<file path="src/rtl/ring_status_defs.svh">
// offsets, field positions, reset values and timing counts of the status bank
// assumes byte addressing on a 32-bit bus, one register per aligned word
`ifndef RING_STATUS_DEFS_SVH
`define RING_STATUS_DEFS_SVH

`define RSS_OFF_TIMEOUT 12'h50c
`define RSS_OFF_INIT_DONE 12'h510
`define RSS_OFF_IRQ_MASK 12'h514
`define RSS_OFF_STATE 12'h544
`define RSS_OFF_OVERFLOW 12'h548
`define RSS_OFF_ERR_FLAGS 12'h54c
`define RSS_OFF_BLK_ERR_LO 12'h550
`define RSS_OFF_BLK_ERR_HI 12'h554
`define RSS_OFF_NODE_POS 12'h558
`define RSS_OFF_FIRST_BLK 12'h55c
`define RSS_OFF_NODE_TOT 12'h560
`define RSS_OFF_BLK_TOT 12'h564

`define RSS_PH_INIT 4'h8
`define RSS_PH_CFG_A 4'h4
`define RSS_PH_CFG_B 4'h2
`define RSS_PH_RUN 4'h1

`define RSS_ERR_SHORT 12
`define RSS_ERR_RT_MARK 11
`define RSS_ERR_B_MARK 9
`define RSS_ERR_A_MARK 8
`define RSS_ERR_MII 7
`define RSS_ERR_BLK_OR 6
`define RSS_ERR_RT_FCS 5
`define RSS_ERR_B_FCS 3
`define RSS_ERR_A_FCS 2
`define RSS_ERR_TIMEOUT 1
`define RSS_ERR_FID 0

`define RSS_RING_MAX 8'h20
`define RSS_TIMEOUT_RST 8'hff
`define RSS_TMO_UNIT_NS 81920
`define RSS_CLK_PERIOD_NS 8

`endif

</file>
<file path="src/rtl/ring_status_pkg.sv">
// types shared by the status bank
// assumes nothing of its surroundings
package ring_status_pkg;
   typedef enum logic [1:0] {FT_INIT_A, FT_INIT_B, FT_INIT_C, FT_REALTIME} frame_type_t;
   typedef enum logic [1:0] {PH_INIT, PH_CFG_A, PH_CFG_B, PH_RUN} phase_t;
endpackage : ring_status_pkg

</file>
<file path="src/rtl/ring_slave_status_regs.sv">
// status and error register bank of a ring slave node, avalon-mm slave
// assumes frame events come from receive logic on i_sys_clk; mii pins are async
//
// Register access over Avalon-MM was left to the implementer.
`timescale 1ns/100ps
`include "ring_status_defs.svh"

// Summary of operation
// RULE_01: phase reported one-hot in state bits 3:0
// RULE_02: last received frame id in bits 15:8
// RULE_03: config A, block total above 32 flags
// RULE_04: config A, node total above 32 flags
// RULE_05: error flags latch, clear on read
// RULE_06: short frame sets flag 12
// RULE_07: real-time error marking sets flag 11
// RULE_08: init-B/A error marking set flags 9/8
// RULE_09: flags 10 and 4 read zero
// RULE_10: mii rx error with valid sets 7
// RULE_11: flag 6 is live OR of blocks
// RULE_12: real-time frame check failure sets 5
// RULE_13: init-B/A frame check failure set 3/2
// RULE_14: running phase frame timeout sets flag 1
// RULE_15: frame id error sets flag 0
// RULE_16: short or id error suppress irq, sync
// RULE_17: timeout suppresses sync, irq when masked
// RULE_18: handlers see previous frame's errors
// RULE_19: per-block check errors, clear on read
// RULE_20: software judges data by block errors
// RULE_21: config A captures own ring position
// RULE_22: config A captures own first block
// RULE_23: config B captures node and block totals
// RULE_24: timeout is 81.92 us times setting
// RULE_25: init complete moves initial to config A
// RULE_26: irq on timeout unless mask set
// RULE_27: unused bits zero, status writes ignored
module ring_slave_status_regs #(
   parameter int TMO_UNIT_CYCLES = `RSS_TMO_UNIT_NS / `RSS_CLK_PERIOD_NS
) (
   // clock and reset
   input wire logic i_sys_clk,
   input wire logic i_reset,
   // avalon-mm slave
   input wire logic [11:0] i_avs_address,
   input wire logic i_avs_read,
   input wire logic i_avs_write,
   input wire logic [31:0] i_avs_writedata,
   input wire logic [3:0] i_avs_byteenable,
   output logic [31:0] o_avs_readdata,
   output logic o_avs_waitrequest,
   // frame events from receive logic
   input wire logic i_frame_done,
   input wire ring_status_pkg::frame_type_t i_frame_type,
   input wire logic [7:0] i_frame_id,
   input wire logic i_short_frame,
   input wire logic i_err_mark,
   input wire logic i_fcs_fail,
   input wire logic i_frame_id_err,
   input wire logic [31:0] i_blk_crc_err,
   input wire logic [7:0] i_node_count_in,
   input wire logic [7:0] i_block_count_in,
   input wire logic [10:0] i_node_sum,
   input wire logic [10:0] i_block_sum,
   // mii pins
   input wire logic i_mii_rx_er,
   input wire logic i_mii_rx_dv,
   // node outputs
   output logic o_receive_irq_n,
   output logic o_sync_pulse_n
);
   import ring_status_pkg::*;

   typedef struct packed {
      phase_t phase;
      logic [7:0] frame_id;
      logic ovf_blk;
      logic ovf_node;
      logic [12:0] flags;
      logic [12:0] pend;
      logic [31:0] blk_err;
      logic [7:0] node_pos;
      logic [7:0] first_blk;
      logic [10:0] node_tot;
      logic [10:0] blk_tot;
      logic [7:0] tmo_set;
      logic init_done;
      logic tmo_mask;
      logic [15:0] unit_cnt;
      logic [7:0] tmo_cnt;
      logic irq_n;
      logic sync_n;
      logic ack;
      logic [31:0] rdata;
      logic [1:0] er_sync;
      logic [1:0] dv_sync;
   } state_t;

   state_t q_ff;
   state_t nxt_q;
   logic req;
   logic done_rd;
   logic done_wr;
   logic fe;
   logic bad;
   logic good;
   logic wrap;
   logic tmo_fire;
   logic [12:0] errs;

   function automatic logic [3:0] phase_code(input phase_t p);
      case (p)
         PH_INIT: phase_code = `RSS_PH_INIT;
         PH_CFG_A: phase_code = `RSS_PH_CFG_A;
         PH_CFG_B: phase_code = `RSS_PH_CFG_B;
         PH_RUN: phase_code = `RSS_PH_RUN;
         default: phase_code = 4'h0;
      endcase
   endfunction : phase_code

   function automatic logic [12:0] frame_errs(input frame_type_t t, input logic sh,
      input logic mk, input logic fcs, input logic fid);
      logic [12:0] v;
      v = '0;
      v[`RSS_ERR_SHORT] = sh; // [RULE_06]
      v[`RSS_ERR_FID] = fid; // [RULE_15]
      case (t)
         FT_INIT_A:
         begin
            v[`RSS_ERR_A_MARK] = mk; // [RULE_08]
            v[`RSS_ERR_A_FCS] = fcs; // [RULE_13]
         end
         FT_INIT_B:
         begin
            v[`RSS_ERR_B_MARK] = mk; // [RULE_08]
            v[`RSS_ERR_B_FCS] = fcs; // [RULE_13]
         end
         FT_REALTIME:
         begin
            v[`RSS_ERR_RT_MARK] = mk; // [RULE_07]
            v[`RSS_ERR_RT_FCS] = fcs; // [RULE_12]
         end
         default: v = v; // init-c frame type is unused [RULE_09]
      endcase
      frame_errs = v;
   endfunction : frame_errs

   function automatic logic [31:0] rd_word(input state_t s, input logic [11:0] a);
      logic [15:0] f;
      f = {3'h0, s.flags[12:11], 1'b0, s.flags[9:7], |s.blk_err, s.flags[5], 1'b0,
         s.flags[3:0]}; // [RULE_09] [RULE_11]
      case (a)
         `RSS_OFF_TIMEOUT: rd_word = {24'h0, s.tmo_set};
         `RSS_OFF_INIT_DONE: rd_word = {31'h0, s.init_done};
         `RSS_OFF_IRQ_MASK: rd_word = {31'h0, s.tmo_mask};
         `RSS_OFF_STATE: rd_word = {16'h0, s.frame_id, 4'h0, phase_code(s.phase)}; // [RULE_01] [RULE_02]
         `RSS_OFF_OVERFLOW: rd_word = {30'h0, s.ovf_blk, s.ovf_node};
         `RSS_OFF_ERR_FLAGS: rd_word = {16'h0, f};
         `RSS_OFF_BLK_ERR_LO: rd_word = {16'h0, s.blk_err[15:0]};
         `RSS_OFF_BLK_ERR_HI: rd_word = {16'h0, s.blk_err[31:16]};
         `RSS_OFF_NODE_POS: rd_word = {24'h0, s.node_pos};
         `RSS_OFF_FIRST_BLK: rd_word = {24'h0, s.first_blk};
         `RSS_OFF_NODE_TOT: rd_word = {21'h0, s.node_tot};
         `RSS_OFF_BLK_TOT: rd_word = {21'h0, s.blk_tot};
         default: rd_word = 32'h0; // unused bits and unmapped addresses read zero [RULE_27]
      endcase
   endfunction : rd_word

   assign req = i_avs_read | i_avs_write;
   assign done_rd = q_ff.ack & i_avs_read;
   assign done_wr = q_ff.ack & i_avs_write;
   assign fe = i_frame_done & (q_ff.phase != PH_INIT); // frames ignored before init
   assign errs = frame_errs(i_frame_type, i_short_frame, i_err_mark, i_fcs_fail, i_frame_id_err);
   assign bad = i_short_frame | i_frame_id_err;
   assign good = fe & ~(|errs);
   assign wrap = q_ff.unit_cnt == 16'(TMO_UNIT_CYCLES - 1);
   // a setting lowered below the elapsed time fires at the next unit, no count wrap
   assign tmo_fire = (q_ff.phase == PH_RUN) & (q_ff.tmo_set != 8'h00) & ~fe & wrap
      & (q_ff.tmo_cnt >= q_ff.tmo_set - 8'h01); // [RULE_14] [RULE_24]
   assign o_avs_waitrequest = req & ~q_ff.ack;
   assign o_avs_readdata = q_ff.rdata;
   assign o_receive_irq_n = q_ff.irq_n;
   assign o_sync_pulse_n = q_ff.sync_n;

   always_comb
   begin
      nxt_q = q_ff;
      // bus: one wait cycle, data captured on the first
      nxt_q.ack = req & ~q_ff.ack;
      if (req & ~q_ff.ack)
      begin
         nxt_q.rdata = rd_word(q_ff, i_avs_address);
      end
      if (done_wr & i_avs_byteenable[0])
      begin
         case (i_avs_address)
            `RSS_OFF_TIMEOUT: nxt_q.tmo_set = i_avs_writedata[7:0];
            `RSS_OFF_INIT_DONE: nxt_q.init_done = i_avs_writedata[0] | q_ff.init_done;
            `RSS_OFF_IRQ_MASK: nxt_q.tmo_mask = i_avs_writedata[0];
            default: nxt_q.tmo_mask = q_ff.tmo_mask; // status registers ignore writes [RULE_27]
         endcase
      end
      // clears on read first, so a same-cycle set wins
      // only bits already in the read word clear; a set after capture survives
      if (done_rd && i_avs_address == `RSS_OFF_ERR_FLAGS)
      begin
         nxt_q.flags = q_ff.flags & ~q_ff.rdata[12:0]; // [RULE_05]
      end
      if (done_rd && i_avs_address == `RSS_OFF_BLK_ERR_LO)
      begin
         nxt_q.blk_err[15:0] = q_ff.blk_err[15:0] & ~q_ff.rdata[15:0]; // [RULE_19]
      end
      if (done_rd && i_avs_address == `RSS_OFF_BLK_ERR_HI)
      begin
         nxt_q.blk_err[31:16] = q_ff.blk_err[31:16] & ~q_ff.rdata[15:0]; // [RULE_19]
      end
      // mii error sampling through two flops
      nxt_q.er_sync = {q_ff.er_sync[0], i_mii_rx_er};
      nxt_q.dv_sync = {q_ff.dv_sync[0], i_mii_rx_dv};
      if (q_ff.er_sync[1] & q_ff.dv_sync[1])
      begin
         nxt_q.flags[`RSS_ERR_MII] = 1'b1; // [RULE_10]
      end
      // a frame's error flags become visible only at the next frame; block errors at once
      if (fe)
      begin
         nxt_q.flags = nxt_q.flags | q_ff.pend; // [RULE_05] [RULE_18]
         nxt_q.pend = errs;
         nxt_q.frame_id = i_frame_id; // [RULE_02]
         if (q_ff.phase == PH_RUN)
         begin
            nxt_q.blk_err = nxt_q.blk_err | i_blk_crc_err; // [RULE_19]
         end
      end
      // phase sequence
      case (q_ff.phase)
         PH_INIT:
         begin
            if (q_ff.init_done)
            begin
               nxt_q.phase = PH_CFG_A; // [RULE_25]
            end
         end
         PH_CFG_A:
         begin
            if (good && i_frame_type == FT_INIT_A)
            begin
               nxt_q.ovf_blk = q_ff.ovf_blk | (i_block_count_in > `RSS_RING_MAX); // [RULE_03]
               nxt_q.ovf_node = q_ff.ovf_node | (i_node_count_in > `RSS_RING_MAX); // [RULE_04]
               nxt_q.node_pos = i_node_count_in; // [RULE_21]
               nxt_q.first_blk = i_block_count_in; // [RULE_22]
               nxt_q.phase = PH_CFG_B;
            end
         end
         PH_CFG_B:
         begin
            if (good && i_frame_type == FT_INIT_B)
            begin
               nxt_q.node_tot = i_node_sum; // [RULE_23]
               nxt_q.blk_tot = i_block_sum; // [RULE_23]
               nxt_q.phase = PH_RUN;
            end
         end
         PH_RUN: nxt_q.phase = PH_RUN;
         default: nxt_q.phase = PH_INIT;
      endcase
      // timeout timer, restarted by every frame
      if (fe || q_ff.phase != PH_RUN || q_ff.tmo_set == 8'h00 || tmo_fire)
      begin
         nxt_q.unit_cnt = 16'h0;
         nxt_q.tmo_cnt = 8'h0;
      end
      else if (wrap)
      begin
         nxt_q.unit_cnt = 16'h0;
         nxt_q.tmo_cnt = q_ff.tmo_cnt + 8'h01;
      end
      else
      begin
         nxt_q.unit_cnt = q_ff.unit_cnt + 16'h1;
      end
      if (tmo_fire)
      begin
         nxt_q.flags[`RSS_ERR_TIMEOUT] = 1'b1; // [RULE_14]
      end
      // one-cycle low pulses
      nxt_q.sync_n = ~(fe & ~bad); // [RULE_16] [RULE_17]
      nxt_q.irq_n = ~((fe & ~bad) | (tmo_fire & ~q_ff.tmo_mask)); // [RULE_16] [RULE_26]
      nxt_q.flags[10] = 1'b0; // [RULE_09]
      nxt_q.flags[4] = 1'b0; // [RULE_09]
      nxt_q.flags[6] = 1'b0;
   end

   always_ff @(posedge i_sys_clk)
   begin
      if (i_reset)
      begin
         q_ff <= '0;
         q_ff.tmo_set <= `RSS_TIMEOUT_RST;
         q_ff.irq_n <= 1'b1;
         q_ff.sync_n <= 1'b1;
      end
      else
      begin
         q_ff <= nxt_q;
      end
   end

   chk_phase_onehot: assert property (@(posedge i_sys_clk) disable iff (i_reset) // [RULE_01]
      (done_rd && i_avs_address == `RSS_OFF_STATE) |-> $onehot(o_avs_readdata[3:0]))
      else $error("phase code not one-hot");
   chk_bus_one_wait: assert property (@(posedge i_sys_clk) disable iff (i_reset)
      (req && !q_ff.ack) |=> (q_ff.ack && !o_avs_waitrequest) || !req)
      else $error("answer not after one wait cycle");
   chk_bad_frame_quiet: assert property (@(posedge i_sys_clk) disable iff (i_reset) // [RULE_16]
      (fe && bad) |=> (o_receive_irq_n && o_sync_pulse_n)) else $error("pulse on bad frame");
   chk_good_frame_pulse: assert property (@(posedge i_sys_clk) disable iff (i_reset) // [RULE_16]
      (fe && !bad) |=> (!o_receive_irq_n && !o_sync_pulse_n) ##1 o_sync_pulse_n)
      else $error("missing one-cycle frame pulses");
   chk_timeout_mask: assert property (@(posedge i_sys_clk) disable iff (i_reset) // [RULE_17]
      tmo_fire |=> o_sync_pulse_n && (o_receive_irq_n == $past(q_ff.tmo_mask)))
      else $error("timeout pulse wrong");
   chk_flags_clear: assert property (@(posedge i_sys_clk) disable iff (i_reset) // [RULE_05]
      (done_rd && i_avs_address == `RSS_OFF_ERR_FLAGS && !fe && !tmo_fire
      && !(q_ff.er_sync[1] && q_ff.dv_sync[1]))
      |=> (q_ff.flags & $past(o_avs_readdata[12:0])) == 13'h0)
      else $error("flags not cleared by read");
   chk_flags_reserved: assert property (@(posedge i_sys_clk) disable iff (i_reset) // [RULE_09]
      (done_rd && $past(i_avs_address) == `RSS_OFF_ERR_FLAGS)
      |-> (o_avs_readdata[10] == 1'b0 && o_avs_readdata[4] == 1'b0
      && o_avs_readdata[31:13] == 19'h0)) else $error("reserved flag bits set");
   chk_prev_frame_errs: assert property (@(posedge i_sys_clk) disable iff (i_reset) // [RULE_18]
      (fe && i_short_frame && !q_ff.pend[12]) |=> q_ff.pend[12] && !$rose(q_ff.flags[12]))
      else $error("frame errors shown too early");
   chk_init_to_cfga: assert property (@(posedge i_sys_clk) disable iff (i_reset) // [RULE_25]
      (q_ff.phase == PH_INIT && q_ff.init_done) |=> q_ff.phase == PH_CFG_A)
      else $error("init complete ignored");
   chk_node_overflow: assert property (@(posedge i_sys_clk) disable iff (i_reset) // [RULE_04]
      (q_ff.phase == PH_CFG_A && good && i_frame_type == FT_INIT_A
      && i_node_count_in > `RSS_RING_MAX) |=> q_ff.ovf_node) else $error("node overflow missed");
   chk_blk_overflow: assert property (@(posedge i_sys_clk) disable iff (i_reset) // [RULE_03]
      (q_ff.phase == PH_CFG_A && good && i_frame_type == FT_INIT_A
      && i_block_count_in > `RSS_RING_MAX) |=> q_ff.ovf_blk)
      else $error("block overflow missed");
   chk_mii_error: assert property (@(posedge i_sys_clk) disable iff (i_reset) // [RULE_10]
      (q_ff.er_sync[1] && q_ff.dv_sync[1]) |=> q_ff.flags[`RSS_ERR_MII])
      else $error("mii error not flagged");
   chk_blk_run_only: assert property (@(posedge i_sys_clk) disable iff (i_reset) // [RULE_19]
      (q_ff.phase != PH_RUN && q_ff.blk_err == 32'h0) |=> q_ff.blk_err == 32'h0)
      else $error("block error outside running phase");

endmodule : ring_slave_status_regs

</file>
<file path="config.mk">
export PLATFORM = sky130hd
export DESIGN_NAME = ring_slave_status_regs
export DESIGN_NICKNAME = d
export VERILOG_FILES = /design/src/rtl/ring_status_pkg.sv /design/src/rtl/ring_slave_status_regs.sv
export VERILOG_INCLUDE_DIRS = /design/src /design/src/rtl
export SDC_FILE = /design/constraint.sdc
export NUM_CORES = 1
export LEC_CHECK = 0
export ABC_AREA = 1
export BUFFER_PORTS_ARGS = -buffer_cell sky130_fd_sc_hd__buf_4
export CORE_UTILIZATION = 43
export CTS_BUF_LIST = sky130_fd_sc_hd__clkbuf_2
export DETAILED_ROUTE_END_ITERATION = 8
export PLACE_DENSITY = 0.69
export SYNTH_ARGS = -nofsm -noshare
export SYNTH_HDL_FRONTEND = slang
export SYNTH_SLANG_ARGS = --single-unit
</file>
<file path="constraint.sdc">
create_clock -name i_sys_clk -period 2.6 [get_ports i_sys_clk]
set_input_delay 0.26 -clock i_sys_clk [delete_from_list [all_inputs] [get_ports i_sys_clk]]
set_output_delay 0.26 -clock i_sys_clk [all_outputs]
set_load 0.01 [all_outputs]
</file>
Yosys cells after proc, flatten, opt, wreduce, memory -nomap -nowiden:

Index checks and enable logic that the tools add are counted.

* add/sub/neg operators: 3
* multiply operators: 0
* divide/modulo/power cells: 0
* $lt $le $gt $ge: 3
* eq/ne operators: 22
* shift-type cells: 0
* muxes and demuxes: 19
* bitwise gates (word level): 33
* reductions and logical operators: 23

Operators with widths (count)
* 16-bit one-hot mux with 12 select lines: 1
* 12-bit by 11-bit equality test with 1-bit output, second input constant: 12
* 58-bit two-way mux: 1
* 16-bit bitwise AND: 2
* 16-bit two-way mux: 2
* 32-bit two-way mux: 1
* 32-bit OR: 1
* 32-bit OR reduction: 1
* 16-bit by 1-bit adder with 16-bit output, second input constant: 1
* 16-bit by 14-bit equality test with 1-bit output, second input constant: 1
* 8-bit by 6-bit > comparator with 1-bit output, second input constant: 2
* 16-bit inverter: 1
* 4-bit one-hot mux with 4 select lines: 1
* 1-bit bitwise AND: 13
* 13-bit bitwise AND: 1
* 13-bit two-way mux: 1
* 13-bit inverter: 1
* 13-bit OR: 1
* 2-bit AND reduction: 5
* 8-bit by 1-bit adder with 8-bit output, second input constant: 1
* 8-bit greater-or-equal comparator: 1
* 8-bit zero test: 1
* 1-bit two-way mux: 8
* 2-bit != test, second input constant: 4
* other kinds (16): 39

* register bits: 176
* bits in latches: 0
* bits in writable memories: 0
* memory bits (read-only): 0
* word-level logic and storage cells: 126
* memories: 0

Longest topological paths before layout:

Gate-level depths: netlist of the first run.

* depth after elaboration: 9
* gate-level depth with buffers: 13
* mapped depth without buffers: 13

Worst setup path after synthesis of the first run:

No wires, ideal clock.

* path type: register -> register
* from: register q_ff[65] in the netlist's numbering
* to: register q_ff[41] in the netlist's numbering
* data arrival time: 1.915 ns
* setup slack: 0.607 ns
* stages on the path, launching flop included: 14
* path buffers: 0
* cell sequence: dfxtp_1 -> inv_1 -> ha_1 -> nand2_1 -> nor3_1 -> xor2_1 -> ha_1 -> nand2_1 -> nor2_1 -> a211oi_1 -> nand2_1 -> nand2_1 -> nand2_1 -> nor3_1

* word-level cells in the longest chain between the ends: 7

Ends and longest elaborated chain
* start: declaration: RTL line ring_slave_status_regs.sv:97 `state_t q_ff;`
* start signal: assignment: RTL line ring_slave_status_regs.sv:303 `q_ff <= nxt_q;`
* parallel branches: the longest is 5 deep, another holds 8-bit by 1-bit subtractor with 8-bit output
* 1-bit logical OR (*): RTL line ring_slave_status_regs.sv:266 `if (fe || q_ff.phase != PH_RUN || q_ff.tmo_set == 8'h00 || tmo_fire)`
* 2-bit OR reduction (no line) (*)

Every way passes the cells marked *.
A chain may end at the register's enable or synchronous reset.

Final worst setup path of the first run:

* from: register q_ff[65] in the netlist's numbering
* to: register q_ff[43] in the netlist's numbering

Same word-level chain as after synthesis.

==> metrics.yaml, run 1 <==
clock_skew_ns: 0.0426
cp_top_family: "simple AND/OR/NAND/NOR gates"
finalCritPeriodShare_pct: 88.6
worstPathMaxFanout: 8
period_minus_slack_ns: 2.30
grt_start_max_net_pins: 83
wire_per_inst_um: 14.8
synth_cell_types: 35
worstPathRequired_ns: 3.27
io_buffer_count: 130
synthesis.area_um2: 7660
detail_route.wirelength_um: 22900
drc: 1
async_reset_ff_share_pct: 0
whs_ns: 0.0676
vdd_ir_drop_max_uv: 261
num-fill-cells: 1642
seqCellArea_um2: 3140
final-setup-viol-count: 0
hpwl_um: 16200
synth-edff-count: 0
synth.avg_cell_area_um2: 6.90
grtUsageTotal_pct: 25.5
slew_headroom_pct: 40.3
worst_slack_ns: 0.297
drt_iter0_markers: 524
grt_pass1_wl_um: 36100
htree_levels: 4
initial_core_util_pct: 44.2
viasPerCell: 5.03
vias: 7816
clockBufferDepth: 2
first_global_vias: 7288
slew_violations: 0
ys_ff_latch: 157
violations: "design-rule violations"
dpl_worst_slack_ns: 0.251
final_hold_viol_count: 0
coreArea_um2: 17400
cts-root-buf: "clkbuf_2"
first_pass_iters: 9
die_area_um2: 18400
drive_gt1_share_pct: 15.6
max_freq_mhz: 434
max_cap_violations: 0
multiInputGateArea_um2: 3700
num_io_pins: 174
rsz0062_at_grt: "false"
critPathMaxStageDelay_ns: 0.37
crit_buf_inv: 1
startpoint_type: "register"
p_leak_nw: 4.09
cp.arrival_ns: 2.97
antenna_found_initial: 1
cp_common_cell: "nand2_1"
status: "finished with violations"
chipWidth_um: 136
cts.sinks: 157
cts_tree: "built"
post_cts_buffers: 0
path_cells: "inv_1, ha_1, nand2_1, nor3_2, xor2_1, ha_1, nand2_1, nor2_1, a211oi_1, nand2_1, nand2_1, nand2_2, a21oi_1"
post-route-util_pct: 57.0
grt-ovfl-total: 0
hp-class: "in -> reg"
end_kind: "register"
ys.flop_type: "dfxtp_1"
layout.nets: 1467
ys_warn_count: 0
synth-seq-area-share_pct: 41.0
std_cell_rows: 48
final.setup.tns_ns: 0
worst_slew_pin_slew_ns: 0.895
slowest_stage: "dfxtp_1"
cts_made_buffers: 17
finalWeightedCongestion: 0.921
syn_inst: 1111
fp.dieH_um: 136
ant_nets: 0
path_clk_slew_ns: 0.22
area_delta_synth_final_pct: 29.0
worstSkewPairLatency_ns: 0.75
p_per_area_nw_per_um2: 413
critPathKind: "reg -> reg"
## stage by stage
stage,power [mW],instances,instance area (um2)
after global routing,4.23,1553,9890
after global placement,2.74,1422,8670
after CTS,4.09,1552,9880
after detailed placement,2.74,1422,8670
final,4.08,1553,9890
after floorplan,2.58,1126,7720
## layout make-up
cell class	count	area share (%)
Tap cell	225	2.85
Multi-Input combinational cell	774	37.4
Clock inverter	13	1.19
Antenna cell	1	0.0253
Sequential cell	157	31.8
Timing Repair Buffer	245	21.3
Inverter	121	4.61
Clock buffer	17	0.861
## layout by cell type, fill, tap and decap left out
master         netlist  final
nand2_1            229    228
dfxtp_1            157    157
buf_4               37    144
a21oi_1            123    123
nor2_1             120    119
inv_1              116    116
dlygate4sd3_1        0    100
nand3_1             88     88
o21ai_0             81     81
o21ai_1             27     27
clkbuf_2             0     17
conb_1               1     16
nand4_1             14     14
nor2_2              11     12
ha_1                12     12
xor2_1              10     10
nor3_1               8      7
xnor2_1              7      7
nand2_2              6      7
clkinv_2             1      5
inv_2                4      4
o211ai_1             3      3
nand3b_1             3      3
clkinv_4             0      3
inv_6                0      3
nor3_2               1      2
a21boi_0             2      2
nor3_4               2      2
nand3_2              2      2
nor3b_1              2      2
a211oi_1             2      2
clkinvlp_4           0      2
diode_2              0      1
nor2_4               1      1
or2_2                1      1
nor4_1               1      1
a31oi_1              1      1
and2_1               1      1
bufinv_16            0      1
buf_12               0      1
## kinds of logic (layout without fill, tap and decap cells)
group / Yosys count / in the layout / synth area share (%)
buf+inv: 195 / 396 / 11.6
fa+ha+maj: 12 / 12 / 1.96
other cells: 1 / 17 / 0.0489
flops: 157 / 157 / 41.0
compound gates: 239 / 239 / 15.9
simple gates: 490 / 490 / 27.6
xor+xnor: 17 / 17 / 1.94
## worst paths after layout
path                        from       end  slack (ns)  cells after the start
max                     q_ff[65]  q_ff[43]        0.30                     13
min          i_avs_byteenable[0]  q_ff[64]        0.07                      5
max reg2reg             q_ff[65]  q_ff[43]        0.30                     13
min reg2reg             nxt_q[3]   q_ff[3]        0.42                      2
## per-layer routing
metal | wire, um | share of wire [%] | GRT usage [%] | vias to the layer above
li1 | - | - | - | 3952
met1 | 10300 | 45 | 33.2 | 3551
met2 | 10600 | 46 | 41.5 | 271
met3 | 1440 | 6.3 | 4.75 | 42
met4 | 600 | 2.6 | 10.5 | 0
met5 | 0 | 0 | 0 | -
## registers in the layout, summed over array words and instances (netlist names)
signal           count
o_avs_readdata      16
nxt_q                2
q_ff               137
o_receive_irq_n      1
o_sync_pulse_n       1
## repair_timing
item	CTS	global route
setup endpoints to repair	0	8
hold endpoints to repair	143	0
resized for setup	0	2
hold buffers	100	0
## Yosys cell counts (4+ instances only)
master / count / area [um2]
nand2_1: 229 / 860
dfxtp_1: 157 / 3140
a21oi_1: 123 / 616
nor2_1: 120 / 450
inv_1: 116 / 435
nand3_1: 88 / 440
o21ai_0: 81 / 405
buf_4: 37 / 278
o21ai_1: 27 / 135
clkbuf_1: 22 / 82.6
buf_2: 14 / 70.1
nand4_1: 14 / 87.6
ha_1: 12 / 150
nor2_2: 11 / 68.8
xor2_1: 10 / 87.6
nor3_1: 8 / 40.0
xnor2_1: 7 / 61.3
nand2_2: 6 / 37.5
inv_2: 4 / 15.0
## worst reg2reg max path: cells and delay by family, from the launching register on
family / cells / cell delay, ns
fa+ha+maj: 2 / 0.47
xor+xnor: 1 / 0.19
compound gates: 2 / 0.34
buf+inv: 1 / 0.17
simple gates: 7 / 0.71
flops: 1 / 0.37
## power breakdown
group          total (mW)  switching [mW]  internal, mW
registers            2.42         0.00153          2.42
logic               0.401           0.173         0.228
clock network        1.26           0.923         0.341
No activity file was read; power rests on OpenSTA's default activity.
==> run 2: changes to the inputs <==
--- a/config.mk
+++ b/config.mk
@@ -8,6 +8,7 @@
 export LEC_CHECK = 0
 export ABC_AREA = 1
 export BUFFER_PORTS_ARGS = -buffer_cell sky130_fd_sc_hd__buf_4
+export CORE_ASPECT_RATIO = 1.2
 export CORE_UTILIZATION = 43
 export CTS_BUF_LIST = sky130_fd_sc_hd__clkbuf_2
 export DETAILED_ROUTE_END_ITERATION = 8
==> run 2 against run 1 <==
The run now ends clean. Highest routed layer unchanged. Total power increased by 1.1%. Global-route usage increased by 0.71 points. Largest power group unchanged. Hold slack improved by 0.012 ns. Count of clock-buffer cells in the layout unchanged. Critical path type unchanged. Worst setup slack got worse by 0.0044 ns.
==> metrics.yaml, run 2 (synthesis results as in run 1) <==
die_area_um2: 18400
grt_pass1_wl_um: 36900
cp.arrival_ns: 2.99
cts_made_buffers: 17
hp-class: "in -> reg"
detail_route.wirelength_um: 23400
num-fill-cells: 1646
slowest_stage: "dfxtp_1"
finalWeightedCongestion: 0.929
layout_commonest_cell: "nand2_1"
worstPathMaxFanout: 8
initial_core_util_pct: 43.8
slew_violations: 0
fin_cells: 1577
p_per_area_nw_per_um2: 406
worst_slew_pin_slew_ns: 0.642
vdd_ir_drop_max_uv: 260
crit_buf_inv: 1
num_io_pins: 174
worstPathRequired_ns: 3.29
max_cap_violations: 0
max_freq_mhz: 433
mostFrequentLayoutCells: "nand2_1, dfxtp_1, buf_4"
clock_skew_ns: 0.0355
fp.dieH_um: 148
seqCellArea_um2: 3140
cts.sinks: 157
startpoint_type: "register"
critPathMaxStageDelay_ns: 0.36
viasPerCell: 5.08
htree_levels: 4
grt-ovfl-total: 0
path_cells: "inv_1, ha_1, nand2_1, nor3_1, xor2_1, ha_1, nand2_1, nor2_1, a211oi_1, nand2_1, nand2_1, nand2_2, nor3_1"
regMostFlops: "q_ff"
status: "finished clean"
drt_iter0_markers: 607
p_leak_nw: 4.27
cp_top_family: "simple AND/OR/NAND/NOR gates"
chipWidth_um: 124
cp_common_cell: "nand2_1"
final.setup.tns_ns: 0
cts-root-buf: "clkbuf_2"
end_kind: "register"
worstSkewPairLatency_ns: 0.75
hpwl_um: 16300
first_global_vias: 7582
cts_tree: "built"
first_pass_iters: 7
grtUsageTotal_pct: 26.2
period_minus_slack_ns: 2.31
critPathKind: "reg -> reg"
post_cts_buffers: 0
std_cell_rows: 53
slew_headroom_pct: 57.1
drive_gt1_share_pct: 15.3
ant_nets: 0
path_clk_slew_ns: 0.23
finalCritPeriodShare_pct: 88.8
antenna_found_initial: 1
vias: 8004
io_buffer_count: 130
drc: 0
multiInputGateArea_um2: 3690
final_hold_viol_count: 0
wire_per_inst_um: 14.8
clockBufferDepth: 2
largest_reg_flops: 137
rsz0062_at_grt: "false"
layout.nets: 1493
grt_start_max_net_pins: 46
coreArea_um2: 17500
area_delta_synth_final_pct: 32.5
dpl.cell_count: 1417
final-setup-viol-count: 0
run 2: final timing paths:
| kind | slack [ns] | from | to | cells past startpoint |
|---|---|---|---|---|
| setup / recovery | 0.29 | q_ff[65] | q_ff[41] | 13 |
| hold / removal | 0.08 | i_avs_address[5] | q_ff[64] | 5 |
| setup reg to reg | 0.29 | q_ff[65] | q_ff[41] | 13 |
| hold reg to reg | 0.42 | nxt_q[1] | q_ff[1] | 2 |
run 2: per-layer routing:
| layer | vias up | wire (um) | GRT usage (%) | part of all wire [%] |
|---|---|---|---|---|
| met1 | 3694 | 9650 | 31.2 | 41 |
| met2 | 239 | 11900 | 45.9 | 51 |
| met3 | 53 | 1000 | 3.91 | 4.3 |
| met5 | - | 0 | 0 | 0 |
| li1 | 4018 | - | - | - |
| met4 | 0 | 854 | 11.9 | 3.7 |
run 2: layout make-up:
type	instances	area share [%]
multi-input combinational	774	36.4
sequential	157	30.9
clock buffer	17	0.838
inverter	121	4.48
antenna	2	0.0493
clock inverter	15	1.34
tap	220	2.71
timing repair buffer	271	23.3
run 2: worst reg2reg max path: stages (launching register included):
cell	delay (ns)
dfxtp_1	0.36
inv_1	0.15
ha_1	0.21
nand2_1	0.09
nor3_1	0.20
xor2_1	0.17
ha_1	0.24
nand2_1	0.08
nor2_1	0.05
a211oi_1	0.20
nand2_1	0.08
nand2_1	0.13
nand2_2	0.14
nor3_1	0.15
run 2: timing repair:
action                     CTS  global route
gates resized for setup      0             1
hold buffers               126             0
setup endpoints to repair    0             7
hold endpoints to repair   122             0
run 2: stage by stage:
step	util, %	worst slack (ns)	cell area (um2)	hold slack, ns	power [mW]
6_report	58.0	0.292	10200	0.0794	4.13
5_1_grt	58.0	0.0220	10200	0.0538	4.29
4_1_cts	58.0	0.203	10100	0.0266	4.15
3_5_place_dp	49.5	0.197	8670	0.396	2.74
3_3_place_gp	49.5	0.289	8670	0.394	2.74
2_1_floorplan	-	0.607	7720	0.367	2.58
run 2: report_power, final:
| group | switching, mW | internal, mW | leakage (nW) |
|---|---|---|---|
| clock | 0.944 | 0.358 | 0.130 |
| combinational | 0.176 | 0.229 | 2.88 |
| sequential | 0.00146 | 2.42 | 1.27 |
==> run 3: changes to the inputs <==
==> constraint.sdc (replaced) <==
create_clock -name i_sys_clk -period 2.8 [get_ports i_sys_clk]
set_input_delay 0.28 -clock i_sys_clk [delete_from_list [all_inputs] [get_ports i_sys_clk]]
set_output_delay 0.28 -clock i_sys_clk [all_outputs]
set_load 0.01 [all_outputs]
==> run 3 against run 2 <==
Clock skew is 0.0046 ns higher. Final area is 2.6% lower. Clock power is 3% higher. Sequential cell count stayed put. First-iteration DRC count is 19% lower. Register-to-register slack better by 0.15 ns. Sequential share of layout area is 0.83 points higher.
==> metrics.yaml, run 3 (synthesis results as in run 1) <==
status: "finished clean"
layout_commonest_cell: "nand2_1"
num_io_pins: 174
cp.arrival_ns: 3.02
viasPerCell: 5.04
grt_pass1_wl_um: 36600
num-fill-cells: 1668
largest_reg_flops: 137
grt-ovfl-total: 0
p_per_area_nw_per_um2: 400
max_freq_mhz: 424
cts_made_buffers: 17
clock_skew_ns: 0.0401
rsz0062_at_grt: "false"
worstPathRequired_ns: 3.46
finalCritPeriodShare_pct: 84.2
std_cell_rows: 53
slew_headroom_pct: 40.6
final-setup-viol-count: 0
wire_per_inst_um: 14.7
regMostFlops: "q_ff"
first_global_vias: 7435
drc: 0
area_delta_synth_final_pct: 29.0
period_minus_slack_ns: 2.36
reg2reg_from: "q_ff[65]"
ant_nets: 0
cts_tree: "built"
drive_gt1_share_pct: 15.3
chipWidth_um: 124
critPathKind: "reg -> reg"
die_area_um2: 18400
reg2reg_depth: 13
max_cap_violations: 0
antenna_found_initial: 1
final.setup.tns_ns: 0
fp.dieH_um: 148
worstPathMaxFanout: 8
r2r_slack_ns: 0.44
cts-root-buf: "clkbuf_2"
worst_slew_pin_slew_ns: 0.891
cts.sinks: 157
grtUsageTotal_pct: 26.1
timing.rr.end: "q_ff[40]"
worst_slack_ns: 0.442
hpwl_um: 16200
initial_core_util_pct: 43.8
layout.nets: 1464
vias: 7798
worstSkewPairLatency_ns: 0.72
mostFrequentLayoutCells: "nand2_1, dfxtp_1, buf_4"
drt_iter0_markers: 490
first_pass_iters: 5
hp-class: "in -> reg"
path_clk_slew_ns: 0.22
detail_route.wirelength_um: 22800
holdPathEnd: "q_ff[36]"
startpoint_type: "register"
p_leak_nw: 4.09
grt_start_max_net_pins: 83
dpl_worst_slack_ns: 0.445
final_hold_viol_count: 0
end_kind: "register"
io_buffer_count: 130
hold_start: "i_avs_read"
post_cts_buffers: 0
coreArea_um2: 17500
htree_levels: 4
finalWeightedCongestion: 0.929
vdd_ir_drop_max_uv: 220
slew_violations: 0
holdPathStages: 4
clockBufferDepth: 2
run 3: per-stage QoR:
step	hold WS (ns)	cells	power, mW	instance area, um2	utilization, %
global placement	0.395	1415	2.54	8640	49.3
detailed placement	0.396	1415	2.54	8640	49.3
global route	0.0238	1547	4.11	9890	56.5
finish	0.0598	1547	3.96	9890	56.5
floorplan	0.387	1126	2.39	7720	-
CTS	0.0000289	1546	3.98	9890	56.5
run 3: layout make-up:
| cell class | count | area (um2) | share of cell area (%) |
|---|---|---|---|
| multi-input combinational | 774 | 3690 | 37.3 |
| inverter | 121 | 455 | 4.61 |
| clock inverter | 13 | 163 | 1.64 |
| clock buffer | 19 | 95.1 | 0.962 |
| sequential | 157 | 3140 | 31.8 |
| tap | 220 | 275 | 2.78 |
| timing repair buffer | 242 | 2060 | 20.9 |
| antenna | 1 | 2.50 | 0.0253 |
run 3: how the worst max path moves through the flow:
stage	endpoint	start	slack, ns	cells past startpoint
global placement	q_ff[41]	q_ff[65]	0.49	13
CTS	q_ff[40]	q_ff[65]	0.43	13
finish	q_ff[40]	q_ff[65]	0.44	13
floorplan	q_ff[41]	q_ff[65]	0.81	13
detailed placement	q_ff[41]	q_ff[65]	0.44	13
global route	q_ff[46]	q_ff[65]	0.13	13
run 3: repair_timing:
| action | 4_1_cts | 5_1_grt |
|---|---|---|
| endpoints found under the hold margin | 126 | 0 |
| hold buffers | 99 | 0 |
| resized for setup | 0 | 0 |
run 3: metal layers:
layer	wire length [um]	global-route usage [%]	vias up
li1	-	-	3968
met1	9370	31.0	3548
met2	11700	46.1	230
met3	995	3.41	52
met4	716	11.3	0
met5	0	0	-
run 3: power by group:
| group | internal, mW | total (mW) | switching, mW |
|---|---|---|---|
| logic | 0.207 | 0.367 | 0.160 |
| clock network | 0.509 | 1.34 | 0.834 |
| registers | 2.24 | 2.25 | 0.00150 |
| total | 2.96 | 3.96 | 0.995 |
run 3: critical path, stage by stage (launching register included):
cell	delay [ns]
dfxtp_1	0.35
inv_1	0.16
ha_1	0.21
nand2_1	0.09
nor3_1	0.18
xor2_1	0.17
ha_1	0.24
nand2_1	0.08
nor2_1	0.05
a211oi_1	0.20
nand2_1	0.08
nand2_1	0.12
nand2_1	0.21
a21oi_1	0.18
